**config.mk**
```make
export PLATFORM = sky130hd
export DESIGN_NAME = spfs_serial_port
export DESIGN_NICKNAME = d
export VERILOG_FILES = /design/src/common/spfs_pkg.sv /design/src/spfs_serial_port.sv
export SDC_FILE = /design/constraint.sdc
export NUM_CORES = 1
export LEC_CHECK = 0
export ABC_AREA = 1
export BUFFER_PORTS_ARGS = -buffer_cell sky130_fd_sc_hd__buf_2
export CAP_MARGIN = 20
export CELL_PAD_IN_SITES_DETAIL_PLACEMENT = 1
export CELL_PAD_IN_SITES_GLOBAL_PLACEMENT = 1
export CORE_MARGIN = 1
export CORE_UTILIZATION = 30
export DETAILED_ROUTE_END_ITERATION = 8
export PLACE_DENSITY = 0.62
export SYNTH_ARGS = -nofsm -noshare
export SYNTH_HDL_FRONTEND = slang
export SYNTH_SLANG_ARGS = --single-unit
```
**constraint.sdc**
```tcl
create_clock -name clk -period 12.05 [get_ports clk]
set_input_delay 0.6025 -clock clk [delete_from_list [all_inputs] [get_ports clk]]
set_output_delay 0.6025 -clock clk [all_outputs]
set_load 0.1 [all_outputs]
```
**src/common/spfs_pkg.sv**
```systemverilog
// Constants for the serial port clock and frame sync block.
// Assumes APB register access with 32-bit aligned words.
package spfs_pkg;

  // Register byte addresses
  localparam logic [7:0] TX_CTL_ADDR  = 8'h00;
  localparam logic [7:0] RX_CTL_ADDR  = 8'h04;
  localparam logic [7:0] TX_DIV_ADDR  = 8'h08;
  localparam logic [7:0] RX_DIV_ADDR  = 8'h0c;
  localparam logic [7:0] TX_DATA_ADDR = 8'h10;
  localparam logic [7:0] RX_DATA_ADDR = 8'h14;
  localparam logic [7:0] STATUS_ADDR  = 8'h18;

  // Control register fields, same layout for both halves
  localparam int CTL_ENABLE   = 0;
  localparam int CTL_INT_CLK  = 1;
  localparam int CTL_EDGE     = 2;
  localparam int CTL_SYNC_REQ = 3;
  localparam int CTL_INT_SYNC = 4;
  localparam int CTL_POLARITY = 5;
  localparam int CTL_LATE     = 6;
  localparam int CTL_DATA_IND = 7;
  localparam int CTL_WLEN_LSB = 8;
  localparam int WLEN_W       = 5;
  localparam int CTL_FLAG     = 16;

  // Divisor register fields
  localparam int DIV_CLK_LSB  = 0;
  localparam int DIV_SYNC_LSB = 16;
  localparam int DIV_W        = 16;

  // Status register bits
  localparam int STAT_TX_FULL = 0;
  localparam int STAT_RX_FULL = 1;
  localparam int STAT_TX_BUSY = 2;
  localparam int STAT_RX_BUSY = 3;

  // Synchronised pin indices
  localparam int PIN_TX_CLK   = 0;
  localparam int PIN_RX_CLK   = 1;
  localparam int PIN_TX_SYNC  = 2;
  localparam int PIN_RX_SYNC  = 3;
  localparam int PIN_RX_DATA  = 4;
  localparam int PIN_COUNT    = 5;

  // Control write mask and reset values
  localparam logic [31:0] CTL_WMASK  = 32'h00001fff;
  localparam logic [31:0] CTL_RESET  = 32'h00001f00;
  localparam logic [31:0] DIV_RESET  = 32'h001f0003;
  localparam logic [31:0] DATA_RESET = 32'h00000000;

  typedef enum logic {
    SPFS_IDLE = 1'b0,
    SPFS_WORD = 1'b1
  } spfs_state_t;

endpackage

```
**src/spfs_serial_port.sv**
```systemverilog
// Serial port with transmit and receive halves, clock and frame sync
// generation or capture, and an APB register file.
// Assumes serial pins are asynchronous to clk and much slower than it.
//
// Function
// - Word length field holds length minus one
// - Short words are right-aligned in buffers
// - Internal clock select drives clock from divisor
// - External clock taken from pin, clock divisor ignored
// - External serial clock crossed into system domain
// - Sync required means one sync per word
// - Without required sync, one sync starts stream
// - Internal sync select drives sync from divisor
// - External sync taken from pin, sync divisor ignored
// - Polarity bit selects active level, resets to 0 (active high)
// - Transmit drives on edge opposite selected edge
// - Receive captures on the selected edge
// - Early sync: data one cycle after sync
// - Early internal sync lasts one serial cycle
// - Late internal sync spans word, checked once
// - Data-dependent sync only with new word
// - Loaded word starts after next generated sync
// - Data-independent sync runs; stale resend flags
// - First independent sync waits for first write
`timescale 1ns/1ps
module spfs_serial_port (
  input  wire logic        clk,
  input  wire logic        reset,
  input  wire logic [7:0]  paddr,
  input  wire logic        psel,
  input  wire logic        penable,
  input  wire logic        pwrite,
  input  wire logic [31:0] pwdata,
  output logic      [31:0] prdata,
  output logic             pready,
  output logic             pslverr,
  input  wire logic        txClkIn,
  output logic             txClkOut,
  output logic             txClkOe,
  input  wire logic        txSyncIn,
  output logic             txSyncOut,
  output logic             txSyncOe,
  output logic             txDataOut,
  output logic             txDataOe,
  input  wire logic        rxClkIn,
  output logic             rxClkOut,
  output logic             rxClkOe,
  input  wire logic        rxSyncIn,
  output logic             rxSyncOut,
  output logic             rxSyncOe,
  input  wire logic        rxDataIn
);

  logic [31:0] txCtl;
  logic [31:0] rxCtl;
  logic [31:0] txDiv;
  logic [31:0] rxDiv;
  logic [31:0] txBuf;
  logic [31:0] rxBuf;
  logic        txBufFull;
  logic        rxBufFull;
  logic        txPrimed;
  logic        txUnderflow;
  logic        rxOverflow;
  logic [31:0] readMux;
  logic        mapped;
  logic        apbWrite;
  logic        apbRead;

  logic [spfs_pkg::PIN_COUNT-1:0] pinRaw;
  logic [spfs_pkg::PIN_COUNT-1:0] pinMeta;
  logic [spfs_pkg::PIN_COUNT-1:0] pinSync;

  logic [1:0]  halfEn;
  logic [1:0]  halfIntClk;
  logic [1:0]  halfIntSync;
  logic [1:0]  halfEdge;
  logic [1:0]  halfLate;
  logic [1:0]  halfPol;
  logic [4:0]  halfWl [2];
  logic [15:0] clkDiv [2];
  logic [15:0] syncDiv [2];
  logic [1:0]  rise;
  logic [1:0]  fall;
  logic [1:0]  sampleEv;
  logic [1:0]  driveEv;
  logic [1:0]  fire;
  logic [1:0]  fireOk;
  logic [1:0]  syncAct;
  logic [1:0]  syncPin;
  logic [1:0]  genClkV;

  spfs_pkg::spfs_state_t txState;
  spfs_pkg::spfs_state_t rxState;
  logic [31:0] txShift;
  logic [31:0] rxShift;
  logic [4:0]  txCnt;
  logic [4:0]  rxCnt;
  logic        txStarted;
  logic        rxStarted;
  logic        txArmed;
  logic        rxArmed;
  logic        txExtOk;
  logic        txFree;
  logic        txLoad;
  logic        txArmSet;
  logic        rxSyncSeen;
  logic        rxOk;
  logic        rxDeliver;
  logic [31:0] rxWord;

  assign halfEn      = {rxCtl[spfs_pkg::CTL_ENABLE],
                        txCtl[spfs_pkg::CTL_ENABLE]};
  assign halfIntClk  = {rxCtl[spfs_pkg::CTL_INT_CLK],
                        txCtl[spfs_pkg::CTL_INT_CLK]};
  assign halfIntSync = {rxCtl[spfs_pkg::CTL_INT_SYNC],
                        txCtl[spfs_pkg::CTL_INT_SYNC]};
  assign halfEdge    = {rxCtl[spfs_pkg::CTL_EDGE], txCtl[spfs_pkg::CTL_EDGE]};
  assign halfLate    = {rxCtl[spfs_pkg::CTL_LATE], txCtl[spfs_pkg::CTL_LATE]};
  assign halfPol     = {rxCtl[spfs_pkg::CTL_POLARITY],
                        txCtl[spfs_pkg::CTL_POLARITY]};
  assign halfWl[0]   = txCtl[spfs_pkg::CTL_WLEN_LSB +: spfs_pkg::WLEN_W];
  assign halfWl[1]   = rxCtl[spfs_pkg::CTL_WLEN_LSB +: spfs_pkg::WLEN_W];
  assign clkDiv[0]   = txDiv[spfs_pkg::DIV_CLK_LSB +: spfs_pkg::DIV_W];
  assign clkDiv[1]   = rxDiv[spfs_pkg::DIV_CLK_LSB +: spfs_pkg::DIV_W];
  assign syncDiv[0]  = txDiv[spfs_pkg::DIV_SYNC_LSB +: spfs_pkg::DIV_W];
  assign syncDiv[1]  = rxDiv[spfs_pkg::DIV_SYNC_LSB +: spfs_pkg::DIV_W];

  // Data-dependent transmit sync needs a fresh word; independent mode
  // only waits for the very first write
  assign fireOk[0] = txCtl[spfs_pkg::CTL_DATA_IND] ? txPrimed
                                                   : txBufFull;
  assign fireOk[1] = 1'b1;

  // Pins are asynchronous; two flops before anything looks at them
  assign pinRaw = {rxDataIn, rxSyncIn, txSyncIn, rxClkIn, txClkIn};

  always_ff @(posedge clk or posedge reset)
  begin
    if (reset)
    begin
      pinMeta <= '0;
      pinSync <= '0;
    end
    else
    begin
      pinMeta <= pinRaw;
      pinSync <= pinMeta;
    end
  end

  for (genvar g = 0; g < 2; g++)
  begin : g_half
    logic [15:0] divCnt;
    logic        genClk;
    logic        extPrev;
    logic [15:0] fsCnt;
    logic [4:0]  holdCnt;
    logic        act;
    logic        pinLevel;

    // Serial clock period is two times (divisor plus one) system clocks
    always_ff @(posedge clk or posedge reset)
    begin
      if (reset)
      begin
        divCnt <= '0;
        genClk <= 1'b0;
      end
      else if (!halfEn[g] || !halfIntClk[g])
      begin
        divCnt <= '0;
        genClk <= 1'b0;
      end
      else if (divCnt == 16'h0000)
      begin
        divCnt <= clkDiv[g];
        genClk <= ~genClk;
      end
      else
      begin
        divCnt <= divCnt - 16'h0001;
      end
    end

    always_ff @(posedge clk or posedge reset)
    begin
      if (reset)
        extPrev <= 1'b0;
      else
        extPrev <= pinSync[g];
    end

    assign rise[g] = halfIntClk[g]
      ? (halfEn[g] && divCnt == 16'h0000 && !genClk)
      : (halfEn[g] && pinSync[g] && !extPrev);
    assign fall[g] = halfIntClk[g]
      ? (halfEn[g] && divCnt == 16'h0000 && genClk)
      : (halfEn[g] && !pinSync[g] && extPrev);
    assign sampleEv[g] = halfEdge[g] ? rise[g] : fall[g];
    assign driveEv[g]  = halfEdge[g] ? fall[g] : rise[g];
    assign fire[g] = driveEv[g] && halfIntSync[g] && fsCnt == 16'h0000
                     && fireOk[g];
    assign genClkV[g] = genClk;
    assign syncAct[g] = act;
    assign syncPin[g] = pinLevel;

    // Sync interval is divisor plus one serial clocks
    always_ff @(posedge clk or posedge reset)
    begin
      if (reset)
        fsCnt <= '0;
      else if (!halfEn[g] || !halfIntSync[g] || !fireOk[g])
        fsCnt <= '0;
      else if (driveEv[g])
        fsCnt <= (fsCnt == 16'h0000) ? syncDiv[g]
                                     : fsCnt - 16'h0001;
    end

    always_ff @(posedge clk or posedge reset)
    begin
      if (reset)
      begin
        act     <= 1'b0;
        holdCnt <= '0;
      end
      else if (!halfEn[g] || !halfIntSync[g])
      begin
        act     <= 1'b0;
        holdCnt <= '0;
      end
      else if (driveEv[g])
      begin
        if (fire[g])
        begin
          act     <= 1'b1;
          holdCnt <= halfLate[g] ? halfWl[g] : 5'h00;
        end
        else if (holdCnt != 5'h00)
          holdCnt <= holdCnt - 5'h01;
        else
          act <= 1'b0;
      end
    end

    always_ff @(posedge clk or posedge reset)
    begin
      if (reset)
        pinLevel <= 1'b0;
      else
        pinLevel <= act ^ halfPol[g];
    end
  end

  assign txClkOut  = genClkV[0];
  assign rxClkOut  = genClkV[1];
  assign txClkOe   = halfEn[0] && halfIntClk[0];
  assign rxClkOe   = halfEn[1] && halfIntClk[1];
  assign txSyncOut = syncPin[0];
  assign rxSyncOut = syncPin[1];
  assign txSyncOe  = halfEn[0] && halfIntSync[0];
  assign rxSyncOe  = halfEn[1] && halfIntSync[1];
  assign txDataOe  = halfEn[0];

  // Transmit framing; sync is only looked at on a word boundary
  assign txExtOk = !halfIntSync[0] && (pinSync[spfs_pkg::PIN_TX_SYNC]
                   ^ halfPol[0]) && (!txStarted
                   || txCtl[spfs_pkg::CTL_SYNC_REQ]);
  assign txFree  = (txState == spfs_pkg::SPFS_IDLE) || (txCnt == 5'h00);
  assign txLoad  = halfEn[0] && (
      (driveEv[0] && txFree && (txArmed
        || (txStarted && !txCtl[spfs_pkg::CTL_SYNC_REQ]
            && txState == spfs_pkg::SPFS_WORD)
        || (fire[0] && halfLate[0])))
      || (sampleEv[0] && halfLate[0] && txExtOk
          && txState == spfs_pkg::SPFS_IDLE));
  assign txArmSet = (fire[0] && !halfLate[0])
      || (sampleEv[0] && !halfLate[0] && txExtOk && txFree);

  always_ff @(posedge clk or posedge reset)
  begin
    if (reset)
    begin
      txState   <= spfs_pkg::SPFS_IDLE;
      txShift   <= spfs_pkg::DATA_RESET;
      txCnt     <= '0;
      txDataOut <= 1'b0;
      txStarted <= 1'b0;
      txArmed   <= 1'b0;
    end
    else if (!halfEn[0])
    begin
      txState   <= spfs_pkg::SPFS_IDLE;
      txCnt     <= '0;
      txDataOut <= 1'b0;
      txStarted <= 1'b0;
      txArmed   <= 1'b0;
    end
    else
    begin
      if (txLoad)
      begin
        txState   <= spfs_pkg::SPFS_WORD;
        txShift   <= txBuf;
        txDataOut <= txBuf[halfWl[0]];
        txCnt     <= halfWl[0];
        txStarted <= 1'b1;
      end
      else if (driveEv[0] && txState == spfs_pkg::SPFS_WORD)
      begin
        if (txCnt == 5'h00)
          txState <= spfs_pkg::SPFS_IDLE;
        else
        begin
          txShift   <= txShift << 1;
          txDataOut <= txShift[halfWl[0] - 5'h01];
          txCnt     <= txCnt - 5'h01;
        end
      end
      if (txLoad)
        txArmed <= 1'b0;
      else if (txArmSet)
        txArmed <= 1'b1;
    end
  end

  // Receive framing
  assign rxSyncSeen = halfIntSync[1] ? syncAct[1]
                    : (pinSync[spfs_pkg::PIN_RX_SYNC] ^ halfPol[1]);
  assign rxOk = rxSyncSeen && (!rxStarted
                || rxCtl[spfs_pkg::CTL_SYNC_REQ]);
  assign rxDeliver = sampleEv[1] && rxState == spfs_pkg::SPFS_WORD
                     && rxCnt == 5'h01;
  assign rxWord = {rxShift[30:0], pinSync[spfs_pkg::PIN_RX_DATA]};

  always_ff @(posedge clk or posedge reset)
  begin
    if (reset)
    begin
      rxState   <= spfs_pkg::SPFS_IDLE;
      rxShift   <= spfs_pkg::DATA_RESET;
      rxCnt     <= '0;
      rxStarted <= 1'b0;
      rxArmed   <= 1'b0;
    end
    else if (!halfEn[1])
    begin
      rxState   <= spfs_pkg::SPFS_IDLE;
      rxCnt     <= '0;
      rxStarted <= 1'b0;
      rxArmed   <= 1'b0;
    end
    else if (sampleEv[1])
    begin
      if (rxState == spfs_pkg::SPFS_WORD)
      begin
        rxShift <= rxWord;
        rxCnt   <= rxCnt - 5'h01;
        if (rxCnt == 5'h01)
        begin
          rxState <= spfs_pkg::SPFS_IDLE;
          rxArmed <= (rxStarted && !rxCtl[spfs_pkg::CTL_SYNC_REQ])
                     || (!halfLate[1] && rxOk);
        end
      end
      else if (rxArmed || (halfLate[1] && rxOk))
      begin
        // Clearing upper bits keeps short words right-aligned
        rxShift   <= {31'h00000000, pinSync[spfs_pkg::PIN_RX_DATA]};
        rxCnt     <= halfWl[1];
        rxState   <= spfs_pkg::SPFS_WORD;
        rxArmed   <= 1'b0;
        rxStarted <= 1'b1;
      end
      else if (rxOk)
      begin
        rxArmed   <= 1'b1;
        rxStarted <= 1'b1;
      end
    end
  end

  // APB slave: zero wait states, read data captured in the setup cycle
  assign apbWrite = psel && penable && pwrite;
  assign apbRead  = psel && penable && !pwrite;
  assign pready   = 1'b1;
  assign pslverr  = psel && penable && !mapped;

  always_comb
  begin
    readMux = '0;
    mapped  = 1'b1;
    if (paddr == spfs_pkg::TX_CTL_ADDR)
    begin
      readMux = txCtl;
      readMux[spfs_pkg::CTL_FLAG] = txUnderflow;
    end
    else if (paddr == spfs_pkg::RX_CTL_ADDR)
    begin
      readMux = rxCtl;
      readMux[spfs_pkg::CTL_FLAG] = rxOverflow;
    end
    else if (paddr == spfs_pkg::TX_DIV_ADDR)
      readMux = txDiv;
    else if (paddr == spfs_pkg::RX_DIV_ADDR)
      readMux = rxDiv;
    else if (paddr == spfs_pkg::TX_DATA_ADDR)
      readMux = txBuf;
    else if (paddr == spfs_pkg::RX_DATA_ADDR)
      readMux = rxBuf;
    else if (paddr == spfs_pkg::STATUS_ADDR)
    begin
      readMux[spfs_pkg::STAT_TX_FULL] = txBufFull;
      readMux[spfs_pkg::STAT_RX_FULL] = rxBufFull;
      readMux[spfs_pkg::STAT_TX_BUSY] = txState == spfs_pkg::SPFS_WORD;
      readMux[spfs_pkg::STAT_RX_BUSY] = rxState == spfs_pkg::SPFS_WORD;
    end
    else
      mapped = 1'b0;
  end

  always_ff @(posedge clk or posedge reset)
  begin
    if (reset)
      prdata <= '0;
    else if (psel && !penable)
      prdata <= readMux;
  end

  always_ff @(posedge clk or posedge reset)
  begin
    if (reset)
    begin
      txCtl <= spfs_pkg::CTL_RESET;
      rxCtl <= spfs_pkg::CTL_RESET;
      txDiv <= spfs_pkg::DIV_RESET;
      rxDiv <= spfs_pkg::DIV_RESET;
    end
    else if (apbWrite)
    begin
      if (paddr == spfs_pkg::TX_CTL_ADDR)
        txCtl <= pwdata & spfs_pkg::CTL_WMASK;
      else if (paddr == spfs_pkg::RX_CTL_ADDR)
        rxCtl <= pwdata & spfs_pkg::CTL_WMASK;
      else if (paddr == spfs_pkg::TX_DIV_ADDR)
        txDiv <= pwdata;
      else if (paddr == spfs_pkg::RX_DIV_ADDR)
        rxDiv <= pwdata;
    end
  end

  // Transmit buffer; a write in the load cycle keeps the buffer full
  always_ff @(posedge clk or posedge reset)
  begin
    if (reset)
    begin
      txBuf       <= spfs_pkg::DATA_RESET;
      txBufFull   <= 1'b0;
      txPrimed    <= 1'b0;
      txUnderflow <= 1'b0;
    end
    else
    begin
      if (txLoad)
        txBufFull <= 1'b0;
      if (apbWrite && paddr == spfs_pkg::TX_DATA_ADDR)
      begin
        txBuf     <= pwdata;
        txBufFull <= 1'b1;
      end
      if (!halfEn[0])
        txPrimed <= 1'b0;
      else if (apbWrite && paddr == spfs_pkg::TX_DATA_ADDR)
        txPrimed <= 1'b1;
      if (apbWrite && paddr == spfs_pkg::TX_CTL_ADDR
          && pwdata[spfs_pkg::CTL_FLAG])
        txUnderflow <= 1'b0;
      if (txLoad && !txBufFull)
        txUnderflow <= 1'b1;
    end
  end

  // Receive buffer; a delivery in the read cycle keeps it full
  always_ff @(posedge clk or posedge reset)
  begin
    if (reset)
    begin
      rxBuf      <= spfs_pkg::DATA_RESET;
      rxBufFull  <= 1'b0;
      rxOverflow <= 1'b0;
    end
    else
    begin
      if (apbRead && paddr == spfs_pkg::RX_DATA_ADDR)
        rxBufFull <= 1'b0;
      if (apbWrite && paddr == spfs_pkg::RX_CTL_ADDR
          && pwdata[spfs_pkg::CTL_FLAG])
        rxOverflow <= 1'b0;
      if (rxDeliver)
      begin
        rxBuf     <= rxWord;
        rxBufFull <= 1'b1;
        if (rxBufFull && !(apbRead && paddr == spfs_pkg::RX_DATA_ADDR))
          rxOverflow <= 1'b1;
      end
    end
  end

endmodule // spfs_serial_port

```
# Word-level counts from Yosys, hierarchy flattened
# Cells that the tools add are included.
# op_classes
n_reduce_logical	131
n_bitwise	10
n_mux	113
mul	0
n_eq_ne	22
order_cmp	2
add_sub_neg	9
n_shift	0
div	0
# op_table
cell	count
32-bit 2-to-1 mux	8
16-bit 2-to-1 mux	10
5-bit 2-to-1 mux	18
1-bit 2-to-1 mux	70
16-bit zero test	4
16-bit by 1-bit subtractor with 16-bit output, second input constant	4
31-bit 2-to-1 mux	2
1-bit logical AND	58
28-bit 2-to-1 mux	1
5-bit by 1-bit subtractor with 5-bit output, second input constant	5
8-bit by 5-bit equality test with 1-bit output, second input constant	3
1-bit zero test	24
2-bit nonzero test	10
8-bit by 4-bit equality test with 1-bit output, second input constant	2
2-bit AND reduction	8
3-bit by 1-bit != test with 1-bit output, second input constant	5
3-bit AND reduction	5
1-bit logical OR	14
5-bit by 6-bit less-than comparator with 1-bit output, second input constant	2
1-bit binary-select mux with 5-bit select	2
5-bit nonzero test	2
3-bit != test, second input constant	3
8-bit by 3-bit equality test with 1-bit output, second input constant	1
8-bit zero test	1
12 further kinds	25
# word_totals
inputBits	50
latchBits	0
out_inout_bits	44
regBits	363
rom_bits	0
mem_bits_rw	0
mem_count	0

# Logic depth before layout (Yosys ltp)
# depth
ltp_word	15
ltp_mapped	15
depth_no_buf	14

# Worst setup path before layout
# OpenSTA, ideal clock, no wires.
# synth_path
path_type	register to output
from	register txCtl[0]
to	output port txClkOe
setup_slack_ps	9090
n_path_buf	1
t_arrival_ps	2358
t_required_ps	11447
path_stages_with_launch	4
cell_sequence	dfrtp_1 > nand2_1 > inv_1 > clkbuf_1
# synth_between
elab_chain_cells	1
# synth_rtl
item	line	text
start: declaration	spfs_serial_port.sv:54	logic [31:0] txCtl;
start signal: assignment	spfs_serial_port.sv:434	txCtl <= spfs_pkg::CTL_RESET;
start signal: assignment	spfs_serial_port.sv:442	txCtl <= pwdata & spfs_pkg::CTL_WMASK;
1-bit logical AND	spfs_serial_port.sv:257	assign txClkOe = halfEn[0] && halfIntClk[0];
end: declaration	spfs_serial_port.sv:39	output logic txClkOe,
# Every way passes these cells.

# Worst setup path in the final report
# layout_path
from	register txCtl[0]
to	register txShift[18]
# layout_between
elab_chain_cells	14
# layout_rtl
item	line	text
1-bit logical AND, on equally long branches (2 in a row)	n/a	
1-bit 2-to-1 mux, on equally long branches	spfs_serial_port.sv:195, spfs_serial_port.sv:198	
1-bit 2-to-1 mux	spfs_serial_port.sv:201	assign driveEv[g] = halfEdge[g] ? fall[g] : rise[g];
1-bit logical AND (2 in a row)	spfs_serial_port.sv:202	assign fire[g] = driveEv[g] && halfIntSync[g] && fsCnt == 16'h0000
1-bit logical AND	spfs_serial_port.sv:203	&& fireOk[g];
1-bit logical AND	spfs_serial_port.sv:274	|| (fire[0] && halfLate[0])))
1-bit logical OR	spfs_serial_port.sv:274	
1-bit logical AND	spfs_serial_port.sv:271	(driveEv[0] && txFree && (txArmed
1-bit logical OR	spfs_serial_port.sv:275	|| (sampleEv[0] && halfLate[0] && txExtOk
1-bit logical AND	spfs_serial_port.sv:270	assign txLoad = halfEn[0] && (
2-bit != test (no line) / 2-bit nonzero test (equally long branches)	n/a	
3-bit AND reduction (no line)	n/a	
end signal: assignment	spfs_serial_port.sv:285	txShift <= spfs_pkg::DATA_RESET;
end signal: assignment	spfs_serial_port.sv:304	txShift <= txBuf;
end signal: assignment	spfs_serial_port.sv:315	txShift <= txShift << 1;
end: declaration	spfs_serial_port.sv:95	logic [31:0] txShift;
# Several ways; a longest one is shown, not always the timed one.
# A chain may end at the register's enable or synchronous reset.

==> flow_metrics.env <==
export IMPL_clk_latency_ns=0.58
export IMPL_synthAdderAreaFrac_pct=1.098
export IMPL_synth_top_family_by_area="simple AND/OR/NAND/NOR gates"
export IMPL_gr_total_overflow=0
export IMPL_postCtsSetupRepairBufs=0
export IMPL_final_common_cell="nand2_1"
export IMPL_die_y_um=248.6
export IMPL_muxShareOfSynthArea_pct=0.05488
export IMPL_fin_nets=2395
export IMPL_clock_path_buffers=3
export IMPL_skew_ns=0.01839
export IMPL_period_share_pct=27.77
export IMPL_synthDistinctLibCells=54
export IMPL_viasPerCell=5.125
export IMPL_cp_required_ns=12.57
export IMPL_portBuffers=92
export IMPL_antenna_found_initial=5
export IMPL_hp_start="rxDataIn"
export IMPL_r2r_start="txCtl[0]"
export IMPL_min_to="pinMeta[4]"
export IMPL_area_growth_pct=14.64
export IMPL_drtIter0Drc=1111
export IMPL_end_kind="register"
export IMPL_avgSynthCellArea_sq_um=8.003
export IMPL_grt_pass1_wl_mm=100.1
export IMPL_vdd_drop_max_mv=0.07819
export IMPL_core_sq_um=60250
export IMPL_post_route_min_period_ns=3.347
export IMPL_die_area_sq_um=61790
export IMPL_gp_congestion=0.8608
export IMPL_postCtsHoldBufs=0
export IMPL_synth_xor_area_share_pct=1.921
export IMPL_synth_area_sq_um=18240
export IMPL_setup_viol=0
export IMPL_grtUsageTotal_pct=20.74
export IMPL_final_cell_mix="nand2_1, o21ai_0, dfrtp_1, inv_1, nor2_1"
export IMPL_grt_max_degree=121
export IMPL_cts_resized=0
export IMPL_max_slew_margin_pct=27.33
export IMPL_whs_ns=0.1347
export IMPL_synth_nets=2345
export IMPL_post_dp_hpwl_mm=45.02
export IMPL_crit_type="reg2reg"
export IMPL_cts_buffers=44
export IMPL_p_leak_nw=9.825
export IMPL_route_vias_total=16120
export IMPL_drtPass1Iterations=5
export IMPL_syn_inst=2279
export IMPL_seq_area_frac_synth_pct=49.97
export IMPL_fin_area_sq_um=20910
export IMPL_fin_util_pct=34.71
export IMPL_synth_compound_area_share_pct=17.51
export IMPL_antenna_left=0
export IMPL_route_detailed_drc=0
export IMPL_final_hold_viol_count=0
export IMPL_hold_path_depth=1
export IMPL_placed_cell_area_sq_um=19350
export IMPL_num_rows=90
export IMPL_arrival_ns=3.86
export IMPL_rr_worst_depth=11
export IMPL_power_density_nw_per_um2=132.6
export IMPL_drive_gt1_share_pct=11.01
export IMPL_reg2reg_slack_ns=8.70
export IMPL_num_io_pins=94
export IMPL_htreeDepth=2
export IMPL_synthArstFlopShare_pct=100.0
export IMPL_hold_class="in2reg"
export IMPL_routedWlPerCell_um=20.16
export IMPL_max_clock_freq_mhz=298.8
export IMPL_synth_simple_area_share_pct=20.84
export IMPL_synth_edf_count=0
export IMPL_clk_pin_slew_ns=0.06
export IMPL_crit_start="txCtl[0]"
export IMPL_cap_violations=0
export IMPL_totalWireLength_mm=63.41
export IMPL_worst_slew_pin_slew_ns=1.090
export IMPL_ys_seq_elements=363
export IMPL_start_util_pct=30.27
export IMPL_r2r_end="txShift[18]"
export IMPL_yosys_warnings=0
export IMPL_outcome="finished, final reports clean"
export IMPL_slew_violations=0
export IMPL_worstPathMaxFanout=38
export IMPL_cts_sinks=363
export IMPL_root_buffer="clkbuf_16"
export IMPL_dieWidth_um=248.6
export IMPL_startpoint_type="register"
export IMPL_rsz0062_at_grt="false"
export IMPL_cts_tree="done"
export IMPL_final_setup_tns_ns=0
export IMPL_synth_main_ff_cell="dfrtp_1"
export IMPL_grt_pass1_vias=16780
-- cells in the mapped netlist (3+ instances only) --
master,number,area [sq um]
a31oi_1,16,100.1
clkbuf_1,73,274.0
nand3_1,112,560.5
buf_1,3,11.26
ha_1,16,200.2
o2111ai_1,22,192.7
nand3_2,6,60.06
nand2_2,13,81.33
buf_2,17,85.08
o22ai_1,27,168.9
dfrtp_1,339,8483
or2_2,4,25.02
o21ai_0,354,1772
xor2_1,26,227.7
nor2_1,123,461.7
a21oi_1,80,400.4
nand2_1,562,2110
o221ai_1,9,78.83
nor2_4,5,56.30
a211oi_1,7,52.55
nand4_4,3,63.81
buf_4,7,52.55
nor2_2,6,37.54
clkinv_1,4,15.01
dfstp_2,24,630.6
o211ai_1,13,97.59
nor3_1,21,105.1
nand4_1,20,125.1
xnor2_1,14,122.6
inv_1,269,1010
buf_6,4,45.04
nor4_1,7,43.79
o31ai_1,8,60.06
o21ai_1,36,180.2
inv_2,6,22.52
-- metrics by stage --
stage | cells | total power, W | setup slack [ns]
after floorplan | 2279 | 0.001322 | 1.412
after global placement | 3062 | 0.001366 | 8.614
after detailed placement | 3064 | 0.001368 | 8.501
after CTS | 3143 | 0.002810 | 8.699
after global routing | 3144 | 0.002861 | 8.423
final | 3145 | 0.002772 | 8.703
-- cell families (layout without fill, tap and decap cells) --
kind of cell	count (synthesis)	count (layout)
adders and majority gates	16	16
buffers and inverters	387	470
muxes	1	1
other	1	2
xor gates and xnor gates	40	40
AOI/OAI and AO/OA	583	583
DFF	363	363
and+or+nand+nor	888	888
-- worst max-delay path by stage --
stage          cells past startpoint            end
6_report                          11    txShift[18]
3_5_place_dp                       9      txDiv[18]
3_3_place_gp                       9      txDiv[17]
2_1_floorplan                      1  g_half[0].act
5_1_grt                           11    txShift[24]
4_1_cts                           11    txShift[18]
-- critical path, cell delays in order, from the launching register on --
cell and delay (ns):
dfrtp_1 0.57, nand2_1 0.24, inv_1 0.24, nand4_2 0.19
nand3_2 0.12, nand2_2 0.17, clkinv_2 0.17, nand2_2 0.63
nand3_2 0.22, inv_2 0.49, nand2_1 0.12, nand2_1 0.10
-- routing by layer --
layer	wire [um]	GRT usage (%)	up-vias
met5	10	0	-
li1	-	-	7593
met4	2009	7.098	2
met1	30060	29.14	8127
met2	28350	32.39	297
met3	2978	3.266	100
-- registers in the layout, summed over array words and instances, names as in the netlist, 2 cells and up --
register / count
g_half.act: 2
txCnt: 5
txDiv: 32
rxCnt: 5
pinSync: 5
rxShift: 31
prdata: 32
txShift: 32
rxBuf: 32
g_half.holdCnt: 10
pinMeta: 5
g_half.fsCnt: 32
rxCtl: 13
txCtl: 13
g_half.extPrev: 2
g_half.divCnt: 32
txBuf: 32
rxDiv: 32
-- report_power, final --
| part | switching [W] | internal (W) | total [W] |
|---|---|---|---|
| clock | 0.000549 | 0.000879 | 0.00143 |
| combinational | 0.0000810 | 0.0000197 | 0.000101 |
| sequential | 0.0000119 | 0.00123 | 0.00124 |
| total | 0.000642 | 0.00213 | 0.00277 |
-- cell type report --
cell class | count | area (sq um)
Sequential cell | 363 | 9114
Timing Repair Buffer | 110 | 633.1
Clock inverter | 13 | 217.7
Inverter | 281 | 1066
Clock buffer | 66 | 1315
Multi-Input combinational cell | 1529 | 7582
Fill cell | 7158 | 39340
Antenna cell | 1 | 2.502
Tap cell | 782 | 978.4
(Power assumes the default switching activity.)
